[config.mk]
export PLATFORM = sky130hd
export DESIGN_NAME = cec_tx
export DESIGN_NICKNAME = d
export VERILOG_FILES = /design/src/rtl/cec_tx_pkg.sv /design/src/rtl/cec_tx.sv
export SDC_FILE = /design/constraint.sdc
export NUM_CORES = 1
export LEC_CHECK = 0
export BUFFER_PORTS_ARGS = -buffer_cell sky130_fd_sc_hd__buf_2
export CAP_MARGIN = 25
export CORE_MARGIN = 1.5
export CORE_UTILIZATION = 60
export CTS_CLUSTER_SIZE = 30
export DETAILED_ROUTE_END_ITERATION = 12
export GPL_ROUTABILITY_DRIVEN = 0
export PLACE_DENSITY = 0.88
export SLEW_MARGIN = 20
export SYNTH_ARGS = -nofsm -noshare
export SYNTH_HDL_FRONTEND = slang
export SYNTH_SLANG_ARGS = --single-unit
export TNS_END_PERCENT = 30
[constraint.sdc]
create_clock -name sys_clk_i -period 10.55 [get_ports sys_clk_i]
set_clock_uncertainty 0.2 [all_clocks]
set_input_delay 1.5825 -clock sys_clk_i [delete_from_list [all_inputs] [get_ports sys_clk_i]]
set_output_delay 1.5825 -clock sys_clk_i [all_outputs]
set_load 0.02 [all_outputs]
[src/rtl/cec_tx_pkg.sv]
// Contract
// - start a frame only for request code 1 (normal) or 2 (address allocation)
// - wait until idle interval since last frame has passed before start bit
// - on success clear request and pulse completion; accept next only after
// - resend failed frame up to max attempts, then report status code 2
// - transmit codes: 0 none, 1 no ack, 3 arbitration, 4 low seen, 5 bit
// - no ack on directed frame fails; ack on broadcast frame fails
// - receive codes: 6 start timing, 7 bit timing, 9 byte limit exceeded
// - code 8 when error-signalling low pulse is shorter than minimum
// - programmed intervals shortened by known service latency; the retry pause is loaded unshortened
// - after idle, pull line low for 3.7 ms as start bit
// - release line, sample 0.4 ms later, 0.2 ms past 3.9 ms limit
// - sampled high: start bit valid, continue after further 0.4 ms
// - sampled low: code 3, receive mode, time 1.9 ms
// - no low level treated as follower error during start bit
// - zero bit: 1.5 ms low, release, sample 0.45 ms later
// - one bit: 0.6 ms low, release; low sample resolved by one further sample 0.9 ms later
// - after follower error or bit error, retransmit after three bit periods
package cec_tx_pkg;
    localparam int unsigned CLK_HZ = 10_000_000;
    // times in microseconds
    localparam int unsigned T_START_LOW_US = 3700;
    localparam int unsigned T_START_SMP_US = 400;
    localparam int unsigned T_START_REST_US = 400;
    localparam int unsigned T_ALOST_US = 1900;
    localparam int unsigned T_ZERO_LOW_US = 1500;
    localparam int unsigned T_ONE_LOW_US = 600;
    localparam int unsigned T_BIT_SMP_US = 450;
    localparam int unsigned T_ONE_RECHK_US = 900;
    localparam int unsigned T_BIT_US = 2400;
    localparam int unsigned T_ERR_LOW_MIN_US = 3400;
    localparam int unsigned CYC_PER_US = CLK_HZ / 1_000_000;
    localparam int unsigned CNT_W = 24;
    localparam logic [CNT_W-1:0] C_START_LOW =
        CNT_W'(T_START_LOW_US * CYC_PER_US);
    localparam logic [CNT_W-1:0] C_START_SMP =
        CNT_W'(T_START_SMP_US * CYC_PER_US);
    localparam logic [CNT_W-1:0] C_START_REST =
        CNT_W'(T_START_REST_US * CYC_PER_US);
    localparam logic [CNT_W-1:0] C_ALOST = CNT_W'(T_ALOST_US * CYC_PER_US);
    localparam logic [CNT_W-1:0] C_ZERO_LOW =
        CNT_W'(T_ZERO_LOW_US * CYC_PER_US);
    localparam logic [CNT_W-1:0] C_ONE_LOW = CNT_W'(T_ONE_LOW_US * CYC_PER_US);
    localparam logic [CNT_W-1:0] C_BIT_SMP = CNT_W'(T_BIT_SMP_US * CYC_PER_US);
    localparam logic [CNT_W-1:0] C_ONE_RECHK =
        CNT_W'(T_ONE_RECHK_US * CYC_PER_US);
    localparam logic [CNT_W-1:0] C_BIT = CNT_W'(T_BIT_US * CYC_PER_US);
    localparam logic [CNT_W-1:0] C_RETRY_PAUSE =
        CNT_W'(3 * T_BIT_US * CYC_PER_US);
    localparam logic [CNT_W-1:0] C_ERR_LOW_MIN =
        CNT_W'(T_ERR_LOW_MIN_US * CYC_PER_US);
    // request codes
    localparam logic [1:0] REQ_NONE = 2'h0;
    localparam logic [1:0] request_normal_send = 2'h1;
    localparam logic [1:0] request_address_allocation = 2'h2;
    // status codes
    localparam logic [3:0] STATUS_NONE = 4'h0;
    localparam logic [3:0] status_tx_no_acknowledge = 4'h1;
    localparam logic [3:0] status_tx_attempts_exhausted = 4'h2;
    localparam logic [3:0] status_tx_arbitration_lost = 4'h3;
    localparam logic [3:0] status_tx_low_on_release = 4'h4;
    localparam logic [3:0] status_tx_bit_failure = 4'h5;
    localparam logic [3:0] status_rx_start_timing = 4'h6;
    localparam logic [3:0] status_rx_bit_timing = 4'h7;
    localparam logic [3:0] status_rx_short_error_low = 4'h8;
    localparam logic [3:0] status_rx_length_overflow = 4'h9;
    // register map
    localparam logic [7:0] REG_CTRL = 8'h00;
    localparam logic [7:0] REG_STATUS = 8'h04;
    localparam logic [7:0] REG_DATA = 8'h08;
    localparam logic [7:0] REG_RETRY = 8'h0c;
    localparam logic [7:0] REG_LAT = 8'h10;
    localparam logic [7:0] REG_RXERR = 8'h14;
    localparam logic [3:0] RETRY_RST = 4'h5;
    localparam logic [7:0] LAT_RST = 8'h00;
    localparam logic [1:0] RESP_OKAY = 2'h0;
    localparam logic [1:0] RESP_SLVERR = 2'h2;
endpackage : cec_tx_pkg

[src/rtl/cec_tx.sv]
`timescale 1ns/100ps
module cec_tx
    import cec_tx_pkg::*;
#(
    parameter int unsigned MAX_BYTES = 16
) (
    // clock and reset
    input wire logic sys_clk_i,
    input wire logic sys_rst_i,
    // axi4-lite write
    input wire logic [7:0] s_axi_awaddr_i,
    input wire logic s_axi_awvalid_i,
    output logic s_axi_awready_o,
    input wire logic [31:0] s_axi_wdata_i,
    input wire logic [3:0] s_axi_wstrb_i,
    input wire logic s_axi_wvalid_i,
    output logic s_axi_wready_o,
    output logic [1:0] s_axi_bresp_o,
    output logic s_axi_bvalid_o,
    input wire logic s_axi_bready_i,
    // axi4-lite read
    input wire logic [7:0] s_axi_araddr_i,
    input wire logic s_axi_arvalid_i,
    output logic s_axi_arready_o,
    output logic [31:0] s_axi_rdata_o,
    output logic [1:0] s_axi_rresp_o,
    output logic s_axi_rvalid_o,
    input wire logic s_axi_rready_i,
    // bus line, open drain
    input wire logic cec_line_i,
    output logic cec_line_o,
    output logic cec_line_oe_o,
    // idle interval from signal free time manager
    input wire logic idle_done_i,
    output logic tx_done_o
);
    typedef enum {
        ST_IDLE, ST_SLOW, ST_SREL, ST_SREST, ST_BLOW, ST_BREL, ST_BRECHK,
        ST_BREST, ST_PAUSE, ST_ALOST
    } state_t;
    state_t st_q, st_d;
    logic [CNT_W-1:0] tmr_q, tmr_d;
    logic [1:0] req_q, req_d;
    logic [3:0] status_q, status_d, ws_q, ws_d;
    logic [3:0] retry_max_q, retry_max_d, tries_q, tries_d;
    logic [7:0] lat_q, lat_d, byte_q, byte_d, data_q, data_d;
    logic bcast_q, bcast_d, eom_q, eom_d;
    logic [3:0] bit_q, bit_d;
    logic drive_q, drive_d, done_q, done_d;
    logic [2:0] sync_q;
    logic line_q, line_d;
    // bus slave state
    logic aw_q, aw_d, w_q, w_d, bv_q, bv_d, rv_q, rv_d;
    logic [7:0] awa_q, awa_d;
    logic [31:0] wd_q, wd_d, rd_q, rd_d;
    logic [1:0] br_q, br_d, rr_q, rr_d;
    logic smp, tmr_end, cur_bit, is_ack;
    logic [CNT_W-1:0] lat_ext;
    assign smp = line_q;
    assign tmr_end = (tmr_q == '0);
    assign lat_ext = CNT_W'(lat_q);
    assign is_ack = (bit_q == 4'h9);
    assign cur_bit = (bit_q < 4'h8) ? data_q[3'(4'h7 - bit_q)]
                   : (bit_q == 4'h8) ? eom_q : 1'b1;
    function automatic logic [CNT_W-1:0] ld(input logic [CNT_W-1:0] c,
                                            input logic [CNT_W-1:0] l);
        ld = (c > l + CNT_W'(1)) ? c - l - CNT_W'(1) : '0;
    endfunction : ld
    // three-flop input sync, change when 2nd and 3rd agree
    always_comb begin
        line_d = line_q;
        if (sync_q[2] == sync_q[1]) begin
            line_d = sync_q[2];
        end
    end
    always_comb begin
        st_d = st_q;
        tmr_d = tmr_end ? tmr_q : tmr_q - CNT_W'(1);
        req_d = req_q;
        status_d = status_q;
        tries_d = tries_q;
        byte_d = byte_q;
        bit_d = bit_q;
        drive_d = drive_q;
        done_d = 1'b0;
        case (st_q)
            ST_IDLE: begin
                drive_d = 1'b0;
                if ((req_q == request_normal_send ||
                     req_q == request_address_allocation)
                    && idle_done_i) begin
                    drive_d = 1'b1;
                    tmr_d = ld(C_START_LOW, lat_ext);
                    byte_d = 8'h00;
                    bit_d = 4'h0;
                    status_d = STATUS_NONE;
                    st_d = ST_SLOW;
                end
            end
            ST_SLOW: if (tmr_end) begin
                drive_d = 1'b0;
                tmr_d = ld(C_START_SMP, lat_ext);
                st_d = ST_SREL;
            end
            ST_SREL: if (tmr_end) begin
                // no follower error check here
                if (smp) begin
                    tmr_d = ld(C_START_REST, lat_ext);
                    st_d = ST_SREST;
                end else begin
                    status_d = status_tx_arbitration_lost;
                    tmr_d = ld(C_ALOST, lat_ext);
                    st_d = ST_ALOST;
                end
            end
            ST_SREST, ST_BREST: if (tmr_end) begin
                drive_d = 1'b1;
                tmr_d = ld(cur_bit ? C_ONE_LOW : C_ZERO_LOW, lat_ext);
                st_d = ST_BLOW;
            end
            ST_BLOW: if (tmr_end) begin
                drive_d = 1'b0;
                tmr_d = ld(C_BIT_SMP, lat_ext);
                st_d = ST_BREL;
            end
            ST_BREL: if (tmr_end) begin
                if (is_ack) begin
                    if (smp != bcast_q) begin
                        status_d = status_tx_no_acknowledge;
                        tmr_d = C_RETRY_PAUSE;
                        st_d = ST_PAUSE;
                    end else if (eom_q) begin
                        req_d = REQ_NONE;
                        done_d = 1'b1;
                        tries_d = 4'h0;
                        st_d = ST_IDLE;
                    end else begin
                        byte_d = byte_q + 8'h01;
                        bit_d = 4'h0;
                        tmr_d = ld(C_BIT - C_ONE_LOW - C_BIT_SMP, lat_ext);
                        st_d = ST_BREST;
                    end
                end else if (smp) begin
                    bit_d = bit_q + 4'h1;
                    tmr_d = ld(C_BIT - (cur_bit ? C_ONE_LOW : C_ZERO_LOW)
                               - C_BIT_SMP, lat_ext);
                    st_d = ST_BREST;
                end else if (!cur_bit) begin
                    status_d = status_tx_low_on_release;
                    tmr_d = C_RETRY_PAUSE;
                    st_d = ST_PAUSE;
                end else begin
                    tmr_d = ld(C_ONE_RECHK, lat_ext);
                    st_d = ST_BRECHK;
                end
            end
            ST_BRECHK: if (tmr_end) begin
                if (smp && byte_q == 8'h00 && bit_q < 4'h4) begin
                    status_d = status_tx_arbitration_lost;
                    tmr_d = ld(C_ALOST, lat_ext);
                    st_d = ST_ALOST;
                end else begin
                    status_d = smp ? status_tx_bit_failure
                                   : status_tx_low_on_release;
                    tmr_d = C_RETRY_PAUSE;
                    st_d = ST_PAUSE;
                end
            end
            ST_PAUSE: if (tmr_end) begin
                if (tries_q >= retry_max_q) begin
                    status_d = status_tx_attempts_exhausted;
                    req_d = REQ_NONE;
                    tries_d = 4'h0;
                    st_d = ST_IDLE;
                end else begin
                    tries_d = tries_q + 4'h1;
                    st_d = ST_IDLE;
                end
            end
            ST_ALOST: if (tmr_end) begin
                st_d = ST_IDLE;
            end
            default: st_d = ST_IDLE;
        endcase
    end

    // axi4-lite slave
    always_comb begin
        aw_d = aw_q;
        w_d = w_q;
        awa_d = awa_q;
        wd_d = wd_q;
        ws_d = ws_q;
        bv_d = bv_q;
        br_d = br_q;
        rv_d = rv_q;
        rd_d = rd_q;
        rr_d = rr_q;
        retry_max_d = retry_max_q;
        lat_d = lat_q;
        data_d = data_q;
        bcast_d = bcast_q;
        eom_d = eom_q;
        if (s_axi_awvalid_i && !aw_q) begin
            aw_d = 1'b1;
            awa_d = s_axi_awaddr_i;
        end
        if (s_axi_wvalid_i && !w_q) begin
            w_d = 1'b1;
            wd_d = s_axi_wdata_i;
            ws_d = s_axi_wstrb_i;
        end
        if (aw_q && w_q && !bv_q) begin
            aw_d = 1'b0;
            w_d = 1'b0;
            bv_d = 1'b1;
            br_d = RESP_OKAY;
            if (awa_q == REG_RETRY) begin
                retry_max_d = wd_q[3:0];
            end else if (awa_q == REG_LAT) begin
                lat_d = wd_q[7:0];
            end else if (awa_q == REG_DATA) begin
                data_d = wd_q[7:0];
                eom_d = wd_q[8];
                bcast_d = wd_q[9];
            end else if (awa_q != REG_CTRL && awa_q != REG_RXERR) begin
                br_d = RESP_SLVERR;
            end
        end else if (bv_q && s_axi_bready_i) begin
            bv_d = 1'b0;
        end
        if (s_axi_arvalid_i && !rv_q) begin
            rv_d = 1'b1;
            rr_d = RESP_OKAY;
            rd_d = 32'h0000_0000;
            if (s_axi_araddr_i == REG_CTRL) begin
                rd_d = {30'h0, req_q};
            end else if (s_axi_araddr_i == REG_STATUS) begin
                rd_d = {27'h0, st_q != ST_IDLE, status_q};
            end else if (s_axi_araddr_i == REG_DATA) begin
                rd_d = {22'h0, bcast_q, eom_q, data_q};
            end else if (s_axi_araddr_i == REG_RETRY) begin
                rd_d = {28'h0, retry_max_q};
            end else if (s_axi_araddr_i == REG_LAT) begin
                rd_d = {24'h0, lat_q};
            end else begin
                rr_d = RESP_SLVERR;
            end
        end else if (rv_q && s_axi_rready_i) begin
            rv_d = 1'b0;
        end
    end

    // request and receive-error writes merge into fsm next values
    logic [1:0] req_m;
    logic [3:0] status_m;
    always_comb begin
        req_m = req_d;
        status_m = status_d;
        if (aw_q && w_q && !bv_q && awa_q == REG_CTRL && req_q == REQ_NONE
            && ws_q != 4'h0) begin
            req_m = wd_q[1:0];
        end
        if (aw_q && w_q && !bv_q && awa_q == REG_RXERR && st_q == ST_IDLE
            && wd_q[3:0] >= status_rx_start_timing
            && wd_q[3:0] <= status_rx_length_overflow) begin
            status_m = wd_q[3:0];
        end
    end

    always_ff @(posedge sys_clk_i or posedge sys_rst_i) begin
        if (sys_rst_i) begin
            st_q <= ST_IDLE;
            tmr_q <= '0;
            req_q <= REQ_NONE;
            status_q <= STATUS_NONE;
            retry_max_q <= RETRY_RST;
            tries_q <= 4'h0;
            lat_q <= LAT_RST;
            byte_q <= 8'h00;
            data_q <= 8'h00;
            bcast_q <= 1'b0;
            eom_q <= 1'b0;
            bit_q <= 4'h0;
            drive_q <= 1'b0;
            done_q <= 1'b0;
            sync_q <= 3'h7;
            line_q <= 1'b1;
            aw_q <= 1'b0;
            w_q <= 1'b0;
            bv_q <= 1'b0;
            rv_q <= 1'b0;
            awa_q <= 8'h00;
            wd_q <= 32'h0000_0000;
            ws_q <= 4'h0;
            rd_q <= 32'h0000_0000;
            br_q <= RESP_OKAY;
            rr_q <= RESP_OKAY;
        end else begin
            st_q <= st_d;
            tmr_q <= tmr_d;
            req_q <= req_m;
            status_q <= status_m;
            retry_max_q <= retry_max_d;
            tries_q <= tries_d;
            lat_q <= lat_d;
            byte_q <= byte_d;
            data_q <= data_d;
            bcast_q <= bcast_d;
            eom_q <= eom_d;
            bit_q <= bit_d;
            drive_q <= drive_d;
            done_q <= done_d;
            sync_q <= {sync_q[1:0], cec_line_i};
            line_q <= line_d;
            aw_q <= aw_d;
            w_q <= w_d;
            bv_q <= bv_d;
            rv_q <= rv_d;
            awa_q <= awa_d;
            wd_q <= wd_d;
            ws_q <= ws_d;
            rd_q <= rd_d;
            br_q <= br_d;
            rr_q <= rr_d;
        end
    end
    assign cec_line_o = 1'b0;
    assign cec_line_oe_o = drive_q;
    assign tx_done_o = done_q;
    assign s_axi_awready_o = !aw_q;
    assign s_axi_wready_o = !w_q;
    assign s_axi_bvalid_o = bv_q;
    assign s_axi_bresp_o = br_q;
    assign s_axi_arready_o = !rv_q;
    assign s_axi_rvalid_o = rv_q;
    assign s_axi_rdata_o = rd_q;
    assign s_axi_rresp_o = rr_q;
endmodule : cec_tx

Word level (Yosys, flattened, before mapping):

Cells that the tools add are included.
W data, S select, Z words.

* bits in registers: 168
* bits of input ports: 61
* word-level logic and storage cells: 296

* $add $sub $neg: 24
* $lt $le $gt $ge: 14
* equal/unequal tests: 57
* multiplexer cells: 118
* bitwise logic cells: 2
* reductions and logical operators: 55

Operator list (number)
* $mux W24: 23
* $mux W32: 9
* $pmux W32 S8: 1
* $pmux W24 S7: 1
* $eq A32 B3 Y1 const B: 4
* $mux W4: 27
* $eq A32 B2 Y1 const B: 2
* $eq A32 B4 Y1 const B: 2
* $logic_not A32 Y1: 2
* $mux W8: 7
* $gt A14 B24 Y1 const A: 2
* $ne A3 B3 Y1 const B: 16
* $sub A24 B1 Y24 const B: 2
* $eq A32 B1 Y1 const B: 1
* $eq A8 B4 Y1 const B: 4
* $mux W2: 16
* $reduce_bool A32 Y1: 1
* $sub A15 B2 Y16 const B: 2
* $mux W10: 3
* $sub A14 B8 Y15 const A: 2
* $eq A8 B5 Y1 const B: 3
* $gt A12 B24 Y1 const A: 1
* $gt A13 B24 Y1 const A: 1
* $gt A16 B24 Y1 const A: 1
* other kinds (65): 137

Longest topological paths before layout:

* depth after elaboration: 14
* depth in mapped cells: 16
* mapped depth without buffers: 14

Least setup slack after synthesis:

No wires, ideal clock.

* kind: flip-flop to flip-flop
* start point: register bit_q[0]
* end point: register tmr_q[9]
* library setup time: 0.124 ns
* data arrival time: 3.292 ns
* path slack: 6.934 ns
* cell stages (with the launch flop): 15
* path through: dfrtp_1 clkbuf_1 mux4_2 nand2_1 a31o_2 buf_4 inv_2 ha_1 nor2b_1 o21ai_0 a31oi_1 a2111oi_2 o31a_1 o21ai_0 a211o_1

* cells in the longest elaborated chain, start to end: 14
* elaborated cells between the ends (all ways): 29

RTL lines
* start: declaration: line cec_tx.sv:48 `logic [3:0] bit_q, bit_d;`
* start signal: assignment: line cec_tx.sv:311 `bit_q <= bit_d;`
* $sub A3 B3 Y3: line cec_tx.sv:63 `assign cur_bit = (bit_q < 4'h8) ? data_q[3'(4'h7 - bit_q)]`
* $bmux W1 S3: line cec_tx.sv:63
* $mux W1 (implied by the code): line cec_tx.sv:63
* $mux W1: line cec_tx.sv:63
* $mux W14: line cec_tx.sv:118, cec_tx.sv:145
* $sub A15 B14 Y16: line cec_tx.sv:145 `tmr_d = ld(C_BIT - (cur_bit ? C_ONE_LOW : C_ZERO_LOW)`
* $sub A16 B14 Y17: line cec_tx.sv:146 `- C_BIT_SMP, lat_ext);`
* $sub A17 B9 Y18: line cec_tx.sv:67 `ld = (c > l + CNT_W'(1)) ? c - l - CNT_W'(1) : '0;`
* $sub A18 B2 Y19: line cec_tx.sv:67
* $mux W24: line cec_tx.sv:67
* $mux W24: line cec_tx.sv:143 `end else if (smp) begin`
* $mux W24: line cec_tx.sv:127 `if (is_ack) begin`
* $mux W24: line cec_tx.sv:126 `ST_BREL: if (tmr_end) begin`
* $pmux W24 S7 *: line cec_tx.sv:86 `case (st_q)`
* named net tmr_d[9]: line cec_tx.sv:42 `logic [CNT_W-1:0] tmr_q, tmr_d;`
* end signal: assignment: line cec_tx.sv:301 `tmr_q <= tmr_d;`
* end: declaration: line cec_tx.sv:42

The timed path passes the listed nets; every way through them passes the cells marked *. The select of a mux whose other input is x is not followed.
A chain may end at the register's enable or synchronous reset.

Final worst setup path:

* start point: register eom_q
* end point: register tmr_q[10]

* cells in the longest elaborated chain, start to end: 12
* elaborated cells between the ends (all ways): 21

RTL lines
* start: declaration: line cec_tx.sv:47 `logic bcast_q, bcast_d, eom_q, eom_d;`
* start signal: assignment: line cec_tx.sv:310 `eom_q <= eom_d;`
* $mux W1: line cec_tx.sv:64 `: (bit_q == 4'h8) ? eom_q : 1'b1;`
* $mux W1: line cec_tx.sv:63
* $mux W14: line cec_tx.sv:118, cec_tx.sv:145
* $sub A15 B14 Y16: line cec_tx.sv:145
* $sub A16 B14 Y17: line cec_tx.sv:146
* $sub A17 B9 Y18: line cec_tx.sv:67
* $sub A18 B2 Y19: line cec_tx.sv:67
* $mux W24: line cec_tx.sv:67
* $mux W24: line cec_tx.sv:143
* $mux W24: line cec_tx.sv:127
* $mux W24: line cec_tx.sv:126
* $pmux W24 S7 *: line cec_tx.sv:86
* named net tmr_d[10]: line cec_tx.sv:42

The timed path passes the listed nets; every way through them passes the cells marked *.

==> reports/metrics.csv <==
metric;value;unit
antenna_left;0;
clk_pin_slew;60;ps
power.leakage;4.01;nW
cts_root_buf;clkbuf_16;
nets;1161;
firstDrtPassIters;8;
synth_enable_flop_cells;0;
rows;43;
vdd_ir_drop_max;161;uV
drt_iter0_drc;1460;
arrival;4500;ps
hold_viol;0;
cp_slowest_cell;nor4_1;
grt_antenna_before_repair;0;
drv_cap;0;
fin_crit;4380;ps
synth_area;8690;sq um
synthToLayoutAreaGrowth;8.85;%
wl_met2;11800;um
seq_area_frac_synth;0.335;
drv_slew;0;
worstSetupPathType;reg2reg;
cts_resized;0;
wl_per_cell;20.5;um
yosys_warnings;0;
hold_class;reg2reg;
grt-ovfl-total;0;
clockBufferDepth;2;
cts_hold_buf;0;
p_per_area;254;nW/um^2
syn_avg_cell_area;8.22;sq um
fin_setup_tns;0;ps
clkSinkCount;116;
die_area;15200;sq um
yosys_register_bits;116;
drive_gt1_frac;0.152;
synth_cells;1057;
top_layer;met4;
finalPower;0.00241;W
status;finished clean;
dr_wl_met3;3020;um
period_share;0.415;
ys_types;82;
grt_pass1_vias;8206;
grt_setup_unrepaired;false;
required;10670;ps
dp_hpwl;17800;um
maxSlewHeadroom;0.271;
totalWireLength;26100;um
setup_violations;0;
crit_path_start;eom_q;
post-cts-setup-buffer-count;0;
yosys-top-cells-area;dfrtp_1, o21ai_0, mux2_2;
min-delay-start;sync_q[0];
crit_fanout;20;
worstSetupStartpointType;register;
grt_pass1_wl;42200;um
crit_chain;nor4_1 > a31o_2 > inv_2 > fa_1 > nand2b_1 > a21oi_1 > o31ai_1 > mux2i_1 > o21ai_0 > a2111oi_0 > a21boi_2 > nor2_1;
met1_length;9640;um
clk_latency;440;ps
ys.flop_type;dfrtp_1;
yosys.area.top_type_share;0.317;
fmax;228;MHz
critical_path.max_stage_delay;700;ps
yosys.area.top_type;dfrtp_1;
grt_max_degree;82;
cts_tree;yes;
cts_max_level;4;
port_buffers;57;
start_util;0.621;
fp.coreArea;14000;sq um
grt_usage;0.360;
synthArstFlopShare;1.00;
die_w;123;um
cts-buffers-inserted;17;
die_h;123;um
crit_path_end_kind;register;
worstReg2RegStart;eom_q;
via_per_inst;6.87;
tightest_slew;1090;ps
diodes;0;
detail_route.drc_violations;0;
io_pins;105;
vias;8727;
[report_power, final]
| part | leakage (nW) | switching [W] | total [W] | internal (W) |
|---|---|---|---|---|
| sequential | 1.51 | 0.000179 | 0.000738 | 0.000559 |
| clock | 0.281 | 0.000240 | 0.000574 | 0.000333 |
| combinational | 2.22 | 0.000655 | 0.00109 | 0.000438 |
[through the flow]
step | worst slack (ps) | cell area [sq um] | hold WS (ps) | instances | util
3_5_place_dp | 6420 | 8880 | 155 | 1239 | 0.635
4_1_cts | 6380 | 9460 | 165 | 1271 | 0.676
2_1_floorplan | 5710 | 8780 | 145 | 1081 | -
5_1_grt | 5980 | 9460 | 164 | 1271 | 0.676
6_report | 6170 | 9460 | 166 | 1271 | 0.676
3_3_place_gp | 6450 | 8880 | 146 | 1239 | 0.635
[critical path, delay by kind of cell, from the launching register on]
kind,cells,cell delay [ps]
multiplexers,1,140
buffers and inverters,1,220
flip-flops,1,690
AO/OA/AOI/OAI,6,1640
adder cells (fa/ha/maj),1,440
AND/OR/NAND/NOR,3,920
[registers in the layout, summed over array words and instances, names as in the netlist, 2 cells and up]
name,count
tmr_q,24
s_axi_rdata_o,10
wd_q,10
lat_q,8
bit_q,4
ws_q,4
awa_q,8
data_q,8
st_q,4
byte_q,8
retry_max_q,4
req_q,2
sync_q,3
status_q,4
tries_q,4
[layout by cell type (no fill, tap or decap), types with 21 or more instances in the layout]
master,n
mux2_2,39
conb_1,25
buf_2,57
ha_1,21
nor2_1,90
a21oi_1,57
nand3_1,34
o21ai_0,98
inv_1,34
nand2_1,116
dfrtp_1,110
nor3_1,38
xnor2_1,40
[final timing paths]
check                                  to  slack [ps]  depth (start not counted)
worst max-delay path            tmr_q[10]        6170                         12
worst min-delay path            sync_q[1]         170                          0
worst max register to register  tmr_q[10]        6170                         12
worst min register to register  sync_q[1]         170                          0
max in group asynchronous         ws_q[2]        8140                          3
min in group asynchronous       byte_q[2]         960                          2
[synthesized netlist by cell type (21+ instances only)]
library cell and number:
o21ai_0 98, clkbuf_1 39, a21oi_1 57, dfrtp_1 110, buf_4 34, nor2_1 90, inv_1 35, nor3_1 38
nand2_1 116, mux2_2 39, xnor2_1 40, ha_1 21, nand3_1 34
[metal layers]
metal / vias up / global-route usage
met5: - / 0
met4: 0 / 0.188
met3: 178 / 0.110
met2: 635 / 0.561
met1: 4081 / 0.452
li1: 3833 / -
[layout make-up]
cell class                 count  area [sq um]
clock buffer                  17           425
sequential                   116          2910
clock inverter                15           155
timing repair buffer          64           342
tap                          180           225
inverter                      39           149
fill                        1070          4530
multi-input combinational    840          5260
[cell families after synthesis]
kind of cell | count (synthesis) | share of synthesized area
AO/OA/AOI/OAI | 285 | 0.208
XOR/XNOR | 57 | 0.0590
adder cells (fa/ha/maj) | 23 | 0.0337
buffers and inverters | 125 | 0.0710
flip-flops | 116 | 0.335
multiplexers | 51 | 0.0658
other | 1 | 0.000431
AND/OR/NAND/NOR | 399 | 0.228
Power figures use the tool's default switching activity.
